$ cat config.mk
export PLATFORM = sky130hd
export DESIGN_NAME = vrm_monitor
export DESIGN_NICKNAME = d
export VERILOG_FILES = /design/src/rtl/vrm_pkg.sv /design/src/rtl/vrm_monitor.sv
export VERILOG_INCLUDE_DIRS = /design/src /design/src/rtl
export SDC_FILE = /design/constraint.sdc
export NUM_CORES = 2
export LEC_CHECK = 0
export BUFFER_PORTS_ARGS = -buffer_cell sky130_fd_sc_hd__buf_2
export CORE_ASPECT_RATIO = 1.4
export CORE_MARGIN = 2
export CORE_UTILIZATION = 45
export CTS_BUF_LIST = sky130_fd_sc_hd__clkbuf_4
export CTS_CLUSTER_DIAMETER = 50
export DETAILED_ROUTE_END_ITERATION = 8
export PLACE_DENSITY = 0.67
export RECOVER_POWER = 100
export SYNTH_ARGS = -nofsm -noshare
export SYNTH_HDL_FRONTEND = slang
export SYNTH_SLANG_ARGS = --single-unit
$ cat constraint.sdc
create_clock -name clk -period 30.2 [get_ports clk]
set_input_delay 1.51 -clock clk [delete_from_list [all_inputs] [get_ports clk]]
set_output_delay 1.51 -clock clk [all_outputs]
set_load 0.05 [all_outputs]
$ cat src/rtl/vrm_cfg.svh
`ifndef VRM_CFG_SVH
`define VRM_CFG_SVH

// ----------------------------------------------------------------------
// Register map and fields
// ----------------------------------------------------------------------
`define VRM_ADDR_MODE 12'h430
`define VRM_ADDR_TUNE 12'h434
`define VRM_ADDR_STAT 12'h559
`define VRM_ADDR_RES 12'h431
`define VRM_MODE_EN 0
`define VRM_MODE_CPLX 1
`define VRM_MODE_BW43 2
`define VRM_TUNE_LSB 0
`define VRM_TUNE_MSB 3
`define VRM_MODE_RST 8'h00
`define VRM_TUNE_RST 8'h04
`define VRM_STAT_RST 8'h00
`define VRM_STAT_LSB 0
`define VRM_STAT_MSB 1
`define VRM_UNMAPPED 8'h00

// ----------------------------------------------------------------------
// Resolution steps and mask thresholds, 14-bit magnitude scale
// ----------------------------------------------------------------------
`define VRM_FULL_BITS 4'he
`define VRM_MIN_BITS 4'h9
`define VRM_THR_30DB 15'h0103
`define VRM_THR_24DB 15'h0206
`define VRM_THR_18DB 15'h040b
`define VRM_THR_12DB 15'h0812
`define VRM_THR_6DB 15'h100a
`define VRM_MAG_MAX 15'h7fff

// ----------------------------------------------------------------------
// Mixer table, one quarter wave of cosine in steps of fs/16
// ----------------------------------------------------------------------
`define VRM_COS_0 9'h07f
`define VRM_COS_1 9'h075
`define VRM_COS_2 9'h05a
`define VRM_COS_3 9'h031
`define VRM_COS_4 9'h000
`define VRM_MIX_SHIFT 7
`define VRM_SIN_OFS 4'h4

// Peak detection window, samples
`define VRM_WIN_LEN 64

`endif

$ cat src/rtl/vrm_pkg.sv
package vrm_pkg;
    // Status pin source choice
    typedef enum logic [1:0] {
        VRM_SRC_OFF,
        VRM_SRC_PUNISH,
        VRM_SRC_HILO,
        VRM_SRC_RSVD
    } vrm_src_t;

    typedef logic signed [13:0] vrm_sample_t;
    typedef logic [7:0] vrm_byte_t;
    typedef logic [11:0] vrm_addr_t;
    typedef logic [3:0] vrm_bits_t;
endpackage : vrm_pkg

$ cat src/rtl/vrm_monitor.sv
`timescale 1ns/1ns
`include "vrm_cfg.svh"

module vrm_monitor #(
    parameter int NCH = 2,
    parameter int WIN_LEN = `VRM_WIN_LEN
) (
    // Clock and reset
    input wire logic clk,
    input wire logic arst_n,
    // Control port access
    input wire logic reg_wr,
    input wire logic reg_rd,
    input wire vrm_pkg::vrm_addr_t reg_addr,
    input wire vrm_pkg::vrm_byte_t reg_wdata,
    input wire logic [1:0] reg_chan_sel,
    output vrm_pkg::vrm_byte_t reg_rdata,
    // Converter samples, one per clock
    input wire vrm_pkg::vrm_sample_t din_a,
    input wire vrm_pkg::vrm_sample_t din_b,
    // Output samples and status pins
    output vrm_pkg::vrm_sample_t dout_a,
    output vrm_pkg::vrm_sample_t dout_b,
    output logic [1:0] status_overrange_pins
);
    import vrm_pkg::*;

    // ------------------------------------------------------------------
    // Elaboration checks
    // ------------------------------------------------------------------
    // Complex pairing needs exactly the A/B pair
    if (NCH != 2) begin : g_bad_nch
        $error("vrm_monitor supports exactly two channels");
    end
    if (WIN_LEN < 2 || WIN_LEN > 65535) begin : g_bad_win
        $error("vrm_monitor window length out of range");
    end

    // ------------------------------------------------------------------
    // Functions
    // ------------------------------------------------------------------
    // Cosine of phase k*2pi/16, scaled by 127
    function automatic logic signed [8:0] cos16(input logic [3:0] k);
        logic [3:0] q;
        logic signed [8:0] v;
        // Mirror the upper half; phase 8 must not fold onto phase 0
        q = k[3] ? 4'(5'h10 - {1'b0, k}) : k;
        v = `VRM_COS_4;
        case (q)
            4'h0: v = `VRM_COS_0;
            4'h1: v = `VRM_COS_1;
            4'h2: v = `VRM_COS_2;
            4'h3: v = `VRM_COS_3;
            4'h4: v = `VRM_COS_4;
            4'h5: v = -`VRM_COS_3;
            4'h6: v = -`VRM_COS_2;
            4'h7: v = -`VRM_COS_1;
            4'h8: v = -`VRM_COS_0;
            default: v = `VRM_COS_4;
        endcase
        return v;
    endfunction : cos16

    // Absolute value with saturation to the magnitude range
    function automatic logic [14:0] absval(input logic signed [15:0] x);
        logic [15:0] a;
        a = x[15] ? 16'(-x) : 16'(x);
        return a[15] ? `VRM_MAG_MAX : a[14:0];
    endfunction : absval

    // Cheap complex magnitude: max + min/2
    function automatic logic [14:0] cmag(input logic [14:0] a,
                                         input logic [14:0] b);
        logic [15:0] s;
        s = (a > b) ? ({1'b0, a} + {2'b0, b[14:1]})
                    : ({1'b0, b} + {2'b0, a[14:1]});
        return s[15] ? `VRM_MAG_MAX : s[14:0];
    endfunction : cmag

    // Resolution from peak level, 6 dB per bit above -30 dBFS
    function automatic vrm_bits_t bits_of(input logic [14:0] lvl);
        vrm_bits_t b;
        b = `VRM_FULL_BITS;
        if (lvl > `VRM_THR_30DB) b = 4'(`VRM_FULL_BITS - 4'h1);
        if (lvl > `VRM_THR_24DB) b = 4'(`VRM_FULL_BITS - 4'h2);
        if (lvl > `VRM_THR_18DB) b = 4'(`VRM_FULL_BITS - 4'h3);
        if (lvl > `VRM_THR_12DB) b = 4'(`VRM_FULL_BITS - 4'h4);
        if (lvl > `VRM_THR_6DB) b = `VRM_MIN_BITS;
        return b;
    endfunction : bits_of

    // Mask keeping the top n bits of a sample
    function automatic logic [13:0] keep_mask(input vrm_bits_t n);
        logic [13:0] m;
        m = 14'h3fff << (`VRM_FULL_BITS - n);
        return m;
    endfunction : keep_mask

    // ------------------------------------------------------------------
    // Per-channel configuration registers
    // ------------------------------------------------------------------
    vrm_byte_t mode_reg [NCH];
    vrm_byte_t tune_reg [NCH];
    vrm_byte_t stat_reg [NCH];
    vrm_bits_t res [NCH];
    logic rd_ch;

    // Writes go to every selected channel, so both can share a setup
    always_ff @(posedge clk or negedge arst_n) begin
        if (!arst_n) begin
            for (int c = 0; c < NCH; c++) begin
                mode_reg[c] <= `VRM_MODE_RST;
                tune_reg[c] <= `VRM_TUNE_RST;
                stat_reg[c] <= `VRM_STAT_RST;
            end
        end else if (reg_wr) begin
            for (int c = 0; c < NCH; c++) begin
                if (reg_chan_sel[c]) begin
                    if (reg_addr == `VRM_ADDR_MODE)
                        mode_reg[c] <= reg_wdata;
                    if (reg_addr == `VRM_ADDR_TUNE)
                        tune_reg[c] <= reg_wdata;
                    if (reg_addr == `VRM_ADDR_STAT)
                        stat_reg[c] <= reg_wdata;
                end
            end
        end
    end

    // Read-back from the lowest selected channel, zero when unmapped
    assign rd_ch = !reg_chan_sel[0];
    always_ff @(posedge clk or negedge arst_n) begin
        if (!arst_n) begin
            reg_rdata <= `VRM_UNMAPPED;
        end else if (reg_rd) begin
            case (reg_addr)
                `VRM_ADDR_MODE: reg_rdata <= mode_reg[rd_ch];
                `VRM_ADDR_TUNE: reg_rdata <= tune_reg[rd_ch];
                `VRM_ADDR_STAT: reg_rdata <= stat_reg[rd_ch];
                `VRM_ADDR_RES: reg_rdata <= {4'h0, res[rd_ch]};
                default: reg_rdata <= `VRM_UNMAPPED;
            endcase
        end
    end

    // ------------------------------------------------------------------
    // Shift to baseband around the tuned center
    // ------------------------------------------------------------------
    logic [3:0] phase [NCH];
    logic signed [14:0] yr [NCH];
    logic signed [14:0] yi [NCH];
    logic signed [14:0] next_yr [NCH];
    logic signed [14:0] next_yi [NCH];

    // Phase steps by the tuning word each sample: center = n*fs/16
    always_ff @(posedge clk or negedge arst_n) begin
        if (!arst_n) begin
            for (int c = 0; c < NCH; c++) phase[c] <= 4'h0;
        end else begin
            for (int c = 0; c < NCH; c++)
                phase[c] <= phase[c] +
                    tune_reg[c][`VRM_TUNE_MSB:`VRM_TUNE_LSB];
        end
    end

    // Multiply by exp(-j*phase); real input has no quadrature part
    always_comb begin
        logic signed [13:0] xi;
        logic signed [8:0] cs;
        logic signed [8:0] sn;
        logic signed [23:0] pr;
        logic signed [23:0] pi;
        xi = '0;
        cs = '0;
        sn = '0;
        pr = '0;
        pi = '0;
        for (int c = 0; c < NCH; c++) begin
            xi = mode_reg[c][`VRM_MODE_CPLX] ? din_b : 14'sh0;
            cs = cos16(phase[c]);
            sn = cos16(4'(phase[c] - `VRM_SIN_OFS));
            pr = 24'(din_a * cs) + 24'(xi * sn);
            pi = 24'(xi * cs) - 24'(din_a * sn);
            if (c != 0 && !mode_reg[c][`VRM_MODE_CPLX]) begin
                pr = 24'(din_b * cs);
                pi = -24'(din_b * sn);
            end
            next_yr[c] = pr[21:`VRM_MIX_SHIFT];
            next_yi[c] = pi[21:`VRM_MIX_SHIFT];
        end
    end

    // Baseband sample register plus three taps of history
    logic signed [14:0] hr [NCH][3];
    logic signed [14:0] hi [NCH][3];
    always_ff @(posedge clk or negedge arst_n) begin
        if (!arst_n) begin
            for (int c = 0; c < NCH; c++) begin
                yr[c] <= '0;
                yi[c] <= '0;
                for (int t = 0; t < 3; t++) begin
                    hr[c][t] <= '0;
                    hi[c][t] <= '0;
                end
            end
        end else begin
            for (int c = 0; c < NCH; c++) begin
                yr[c] <= next_yr[c];
                yi[c] <= next_yi[c];
                hr[c][0] <= yr[c];
                hi[c][0] <= yi[c];
                for (int t = 1; t < 3; t++) begin
                    hr[c][t] <= hr[c][t-1];
                    hi[c][t] <= hi[c][t-1];
                end
            end
        end
    end

    // ------------------------------------------------------------------
    // Out-of-band residue and its magnitude
    // ------------------------------------------------------------------
    // Residue = sample minus in-band average. Four-tap average nulls
    // beyond fs/8 for the narrow band; two taps widen it for 43 % in complex mode only.
    logic [14:0] mag [NCH];
    always_comb begin
        logic signed [16:0] sr;
        logic signed [16:0] si;
        logic signed [15:0] rr;
        logic signed [15:0] ri;
        sr = '0;
        si = '0;
        rr = '0;
        ri = '0;
        for (int c = 0; c < NCH; c++) begin
            if (mode_reg[c][`VRM_MODE_BW43] &&
                mode_reg[c][`VRM_MODE_CPLX]) begin
                sr = 17'(yr[c] + hr[c][0]) <<< 1;
                si = 17'(yi[c] + hi[c][0]) <<< 1;
            end else begin
                sr = 17'(yr[c]) + 17'(hr[c][0]) +
                     17'(hr[c][1]) + 17'(hr[c][2]);
                si = 17'(yi[c]) + 17'(hi[c][0]) +
                     17'(hi[c][1]) + 17'(hi[c][2]);
            end
            rr = 16'(yr[c]) - 16'(sr >>> 2);
            ri = 16'(yi[c]) - 16'(si >>> 2);
            // Real input: the mirror image is no violation
            if (!mode_reg[c][`VRM_MODE_CPLX]) ri = '0;
            mag[c] = cmag(absval(rr), absval(ri));
        end
    end

    // ------------------------------------------------------------------
    // Peak hold over a window, then resolution decision
    // ------------------------------------------------------------------
    // Decision per window, so a single-sample spike is not missed but
    // the resolution does not chatter sample by sample.
    logic [14:0] peak [NCH];
    logic [15:0] win_cnt;
    logic win_end;
    assign win_end = (win_cnt == 16'(WIN_LEN - 1));

    always_ff @(posedge clk or negedge arst_n) begin
        if (!arst_n) begin
            win_cnt <= '0;
        end else begin
            win_cnt <= win_end ? 16'h0 : 16'(win_cnt + 16'h1);
        end
    end

    always_ff @(posedge clk or negedge arst_n) begin
        if (!arst_n) begin
            for (int c = 0; c < NCH; c++) begin
                peak[c] <= '0;
                res[c] <= `VRM_FULL_BITS;
            end
        end else begin
            for (int c = 0; c < NCH; c++) begin
                if (!mode_reg[c][`VRM_MODE_EN]) begin
                    peak[c] <= '0;
                    res[c] <= `VRM_FULL_BITS;
                end else if (win_end) begin
                    peak[c] <= '0;
                    res[c] <= bits_of((mag[c] > peak[c]) ?
                                      mag[c] : peak[c]);
                end else if (mag[c] > peak[c]) begin
                    peak[c] <= mag[c];
                end
            end
        end
    end

    // ------------------------------------------------------------------
    // Output samples and status pins
    // ------------------------------------------------------------------
    // Low bits cleared only; the sample keeps its scale
    always_ff @(posedge clk or negedge arst_n) begin
        if (!arst_n) begin
            dout_a <= '0;
            dout_b <= '0;
        end else begin
            dout_a <= din_a & keep_mask(res[0]);
            dout_b <= din_b & keep_mask(res[1]);
        end
    end

    // One source per pin; select field picks it
    always_ff @(posedge clk or negedge arst_n) begin
        if (!arst_n) begin
            status_overrange_pins <= '0;
        end else begin
            for (int c = 0; c < NCH; c++) begin
                case (vrm_src_t'(stat_reg[c][`VRM_STAT_MSB:
                                             `VRM_STAT_LSB]))
                    VRM_SRC_PUNISH:
                        status_overrange_pins[c] <=
                            (res[c] < 4'(`VRM_FULL_BITS - 4'h1));
                    VRM_SRC_HILO:
                        status_overrange_pins[c] <=
                            (res[c] < `VRM_FULL_BITS);
                    default:
                        status_overrange_pins[c] <= 1'b0;
                endcase
            end
        end
    end

endmodule : vrm_monitor

==> Word level (Yosys, flattened, before mapping) <==
Memories as Yosys holds them, arrays and structs flattened.
Index checks and enable logic that the tools add are counted.
{ "totals": {"reg_bits": 388, "rom_bits": 576, "elab_cells": 193, "memories": 4} }
{ "op_classes": {"add_sub_neg": 40, "multipliers": 10, "n_lt_le_gt_ge": 19, "eq_ne": 11, "shift": 2, "muxes": 62, "n_bitwise": 3, "reduce_logical": 9} }
{ "memory_table": {"columns": ["memory", "depth", "word_bits", "read_ports", "rd_clocked_by_memory_dff", "write_ports", "line", "rtl"], "rows": [
  ["(no name shown)", 16, 9, 1, 0, 0, "vrm_monitor.sv:49", "case (q)"],
  ["(no name shown)", 16, 9, 1, 0, 0, "vrm_monitor.sv:49", null],
  ["(no name shown)", 16, 9, 1, 0, 0, "vrm_monitor.sv:49", null],
  ["(no name shown)", 16, 9, 1, 0, 0, "vrm_monitor.sv:49", null]
]} }
{ "op_table": {"columns": ["op", "count"], "rows": [
  ["$mul 14x9->22", 10],
  ["$mux 15", 12],
  ["$mux 16", 9],
  ["$mux 4", 19],
  ["$mux 8", 9],
  ["$add 16x15->17", 4],
  ["$add 17x15->17", 4],
  ["$mux 17", 4],
  ["$add 15x14->16", 4],
  ["$add 15x15->16", 4],
  ["$neg 16->16", 4],
  ["$sub 15x15->16", 4],
  ["$gt 15x15->1", 4],
  ["$eq 12x11->1 const B", 4],
  ["$add 22x22->22", 2],
  ["$mux 22", 2],
  ["$sub 22x22->22", 2],
  ["$pmux 8 s4", 1],
  ["$gt 15x10->1 const B", 2],
  ["$gt 15x11->1 const B", 2],
  ["$gt 15x12->1 const B", 2],
  ["$gt 15x13->1 const B", 2],
  ["$gt 15x9->1 const B", 2],
  ["$and 14x14->14", 2],
  ["other kinds (20)", 42]
]} }

==> Longest topological paths before layout <==
{ "logic_depth": {"word_depth": 22, "ltp_mapped": 70, "depth_no_buf": 63} }

==> Least setup slack after synthesis <==
No wires, ideal clock.
{ "synth_path": {"path_kind": "register -> register", "from": "register yr[1] (netlist bit)", "to": "register res[0] (netlist bit)", "setup_time_ns": 0.123, "t_arrival_ns": 11.608, "setup_slack_ns": 18.469, "path_stages_with_launch": 61, "synth_period_minus_slack_ns": 11.731, "cell_sequence": "dfrtp_1 ha_1 a21o_1 a21oi_1 o21ai_0 a21oi_1 o21ai_0 a21oi_1 o21ai_0 a21oi_1 o21ai_0 a21oi_1 nor2b_1 o21a_1 nor2_1 xnor2_1 fa_1 ha_1 (+25 left out) ha_1 nor2b_1 o21a_1 o21a_1 o21a_1 o21a_1 o21ai_0 a21oi_1 o21a_1 clkbuf_8 nor3_1 a31o_2 or2b_1 nor4_2 nand4_1 o311a_1 or4_4 o221a_1"} }
{ "synth_via": {"elab_chain_cells": 21, "elab_cells_between_ends": 27, "classes_between": "7 x add/sub; 7 x order compare; 13 x mux"} }
{ "synth_lines": {"columns": ["item", "line", "rtl"], "rows": [
  ["start, declared", "vrm_monitor.sv:150", "logic signed [14:0] yr [NCH];"],
  ["start signal, assigned by index", "vrm_monitor.sv:208", "yr[c] <= next_yr[c];"],
  ["$add 15x15->16", "vrm_monitor.sv:238, vrm_monitor.sv:241", null],
  ["$add 16x15->17", "vrm_monitor.sv:241", "sr = 17'(yr[c]) + 17'(hr[c][0]) +"],
  ["$add 17x15->17", "vrm_monitor.sv:242", "17'(hr[c][1]) + 17'(hr[c][2]);"],
  ["$mux 17", "vrm_monitor.sv:236", "if (mode_reg[c][`VRM_MODE_BW43] &&"],
  ["$sub 15x15->16 (*)", "vrm_monitor.sv:246", "rr = 16'(yr[c]) - 16'(sr >>> 2);"],
  ["$neg 16->16", "vrm_monitor.sv:67", "a = x[15] ? 16'(-x) : 16'(x);"],
  ["$mux 16 (*)", "vrm_monitor.sv:67", null],
  ["$mux 15 (*)", "vrm_monitor.sv:68", "return a[15] ? `VRM_MAG_MAX : a[14:0];"],
  ["(+5 left out)", null, null],
  ["$gt 15x9->1 (no line)", null, null],
  ["$mux 2", "vrm_monitor.sv:84", "if (lvl > `VRM_THR_30DB) b = 4'(`VRM_FULL_BITS - 4'h1);"],
  ["$mux 4", "vrm_monitor.sv:85", "if (lvl > `VRM_THR_24DB) b = 4'(`VRM_FULL_BITS - 4'h2);"],
  ["$mux 4", "vrm_monitor.sv:86", "if (lvl > `VRM_THR_18DB) b = 4'(`VRM_FULL_BITS - 4'h3);"],
  ["$mux 4", "vrm_monitor.sv:87", "if (lvl > `VRM_THR_12DB) b = 4'(`VRM_FULL_BITS - 4'h4);"],
  ["$mux 4 (*)", "vrm_monitor.sv:88", "if (lvl > `VRM_THR_6DB) b = `VRM_MIN_BITS;"],
  ["$mux 4 (*)", "vrm_monitor.sv:283", "end else if (win_end) begin"],
  ["$mux 4 (*)", "vrm_monitor.sv:280", "if (!mode_reg[c][`VRM_MODE_EN]) begin"],
  ["end signal, assigned by index", "vrm_monitor.sv:276", "res[c] <= `VRM_FULL_BITS;"],
  ["end signal, assigned by index", "vrm_monitor.sv:282", "res[c] <= `VRM_FULL_BITS;"],
  ["end signal, assigned by index", "vrm_monitor.sv:285", "res[c] <= bits_of((mag[c] > peak[c]) ?"],
  ["end, declared", "vrm_monitor.sv:105", "vrm_bits_t res [NCH];"]
]} }
Every way passes the cells marked *; elsewhere a longest branch is shown, timed or not. The select of a mux whose other input is x is not followed.
A chain may end at the register's enable or synchronous reset.

==> impl_metrics.yaml <==
status:
  status: "finished with violations"
  violations: "max-capacitance violations, max-slew violations"
clocking:
  numCtsBuffers: 101
  root_buffer: "clkbuf_4"
  cts_resized: 0
  postCtsSetupRepairBufs: 0
  clkLatencyLatePin_ns: 1.04
  clk_pin_slew_ns: 0.06
  cts_hold_buf: 0
  clock_path_buffers: 3
  h-tree-depth: 3
  clock_sinks: 386
  cts_tree: "yes"
min_path:
  min_from: "hi[61]$_DFF_PN0_"
  hold_class: "flip-flop to flip-flop"
  hold_depth: 0
global_route:
  grt_pass1_wl_um: 310200
  grt.total_usage: 0.2369
  antenna_found_initial: 18
  grt_max_degree: 178
  overflow: 0
  grt_pass1_vias: 59880
floorplan:
  rows: 174
  core_area_um2: 160900
  dieArea_um2: 165600
  die_h_um: 480.7
  start_util: 0.4540
  io_pins: 92
  die_x_um: 344.5
setup_path:
  ff2ff_path_depth: 59
  crit_required_ns: 30.47
  crit_path_end_kind: "async pin"
  worstPathArrival_ns: 17.09
  start_kind: "input port"
  crit_fanout: 177
  crit_start: "arst_n"
  critPathKind: "input port to async pin"
  rr_startpoint: "yr[1]$_DFF_PN0_"
yosys:
  synthArstFlopShare: 1.000
  synthFlopType: "dfrtp_1"
  netlist_top_cells_count: "1324 x inv_1, 1235 x fa_1, 973 x nand2_1, 762 x ha_1, 468 x nor2_1"
  ys_types: 126
  synth_edf_count: 0
  yosysMostFrequentCell: "inv_1"
  yosysSeqAreaShare: 0.1323
  ys_warn_count: 0
  netlist_instances: 7991
  synth_top_cell_by_area: "fa_1"
  syn_area_per_cell_um2: 9.141
  ys_ff_latch: 386
  syn-num-nets: 10040
  synth.top_cells.by_area: "fa_1 34%, ha_1 13%, dfrtp_1 13%, inv_1 6.8%, nand2_1 5.0%"
  netlist_area_um2: 73040
  synth_top_area_frac: 0.3385
timing:
  worst_pin_slew_ns: 9.177
  rsz0062_at_grt: "false"
  post-route-min-period_ns: 16.81
  hold_viol_final: 0
  drv_slew: 526
  setup_tns_ns: 0
  fmax_ghz: 0.05947
  relSlewSlack: -5.118
  finClkSkew_ns: 0.08780
  setup_viol: 0
  finalCritPeriodShare: 0.5568
cells_and_area:
  drive_above_1_share: 0.05490
  reg.largest.list: "hi x90, hr x90"
  fillCellCount: 15110
  regArea_um2: 9673
  multi_input_area_um2: 57230
  syn_to_final_growth_pct: 5.175
  layout.nets: 9993
routing:
  vias_per_cell: 5.479
  drt-initial-drc-count: 3134
  dr.pass1.iters: 6
  vias: 55540
  routed_wl_um: 189400
  ant_nets: 0
  drcViolationCount: 0
  routedWlPerCell_um: 18.68
placement:
  gp_congestion: 0.8983
  hpwl_um: 148200
  port_buffers: 91
flow_run:
  max-cap-violations: 9
==> layout make-up <==
class,instances,area share
antenna,10,0.0003257
clock buffer,135,0.01319
clock inverter,41,0.003551
inverter,1326,0.06479
multi-input combinational,5953,0.7450
sequential,386,0.1259
tap,2112,0.03440
timing repair buffer,174,0.01285
==> per-layer routing <==
metal,global-route usage,up-vias,share of wire
met5,0,-,0.00063
met4,0.1175,18,0.055
met3,0.04005,426,0.059
met2,0.4197,1549,0.50
met1,0.2745,28210,0.38
li1,-,25340,-
==> layout by cell type, fill, tap and decap left out, types with 20 or more instances in the layout <==
cell type	synthesis	layout
nand3_1	90	90
xnor2_1	278	278
a21o_1	74	74
fa_1	1235	1235
clkbuf_4	0	135
a211oi_1	25	25
inv_1	1324	1324
buf_2	3	51
nand4_1	25	26
o21ai_0	237	235
nor3_1	101	101
clkbuf_1	289	51
xor2_1	100	100
mux2_2	69	68
and3_1	83	83
clkinv_1	1	25
nand2_1	973	971
nand2b_1	95	95
buf_4	0	72
o21a_1	88	88
dfrtp_1	380	377
a21oi_1	284	279
o21bai_1	45	45
or3_1	40	40
and2_1	342	335
a31oi_1	38	38
o31ai_1	28	28
mux2i_1	30	29
ha_1	762	762
nor2b_1	103	103
a221oi_1	22	20
nor2_1	468	468
==> cells by family after synthesis <==
family | Yosys count | share of synthesized area
buffers and inverters | 1652 | 0.08591
multiplexers | 103 | 0.01588
AND/OR/NAND/NOR | 2425 | 0.1579
adder cells (fa/ha/maj) | 1997 | 0.4690
AO/OA/AOI/OAI | 1050 | 0.09365
XOR/XNOR | 378 | 0.04533
flip-flops | 386 | 0.1323
==> stage by stage <==
step	instance area, um2	hold slack, ns	utilization	worst slack [ns]	instances
5_1_grt	76800	0.3213	0.4774	10.04	10130
6_report	76820	0.3364	0.4775	13.39	10140
3_3_place_gp	75670	0.3584	0.4703	16.55	9951
3_5_place_dp	75670	0.3603	0.4703	16.30	9951
2_1_floorplan	73040	0.3537	-	18.47	7991
4_1_cts	76960	0.3111	0.4783	16.31	10130
==> worst max-delay path: stages <==
cell and delay [ns]:
clkbuf_1 3.50, clkbuf_1 2.41, clkbuf_1 6.57, clkbuf_1 2.86
==> worst paths after layout <==
| kind | end | slack, ns |
|---|---|---|
| max in group clk | res[0]$_DFFE_PN0P_ | 15.48 |
| worst min-delay path | hi[46]$_DFF_PN0_ | 0.34 |
| worst max register to register | res[0]$_DFFE_PN0P_ | 15.48 |
| min in group asynchronous | dout_a[2]$_DFF_PN0_ | 2.33 |
| worst min register to register | hi[46]$_DFF_PN0_ | 0.34 |
| worst max-delay path | yr[29]$_DFF_PN0_ | 13.39 |
Power is left out: the tool's default activity adds up to more than one toggle a clock period on the data nets, which glitch-free logic cannot reach.
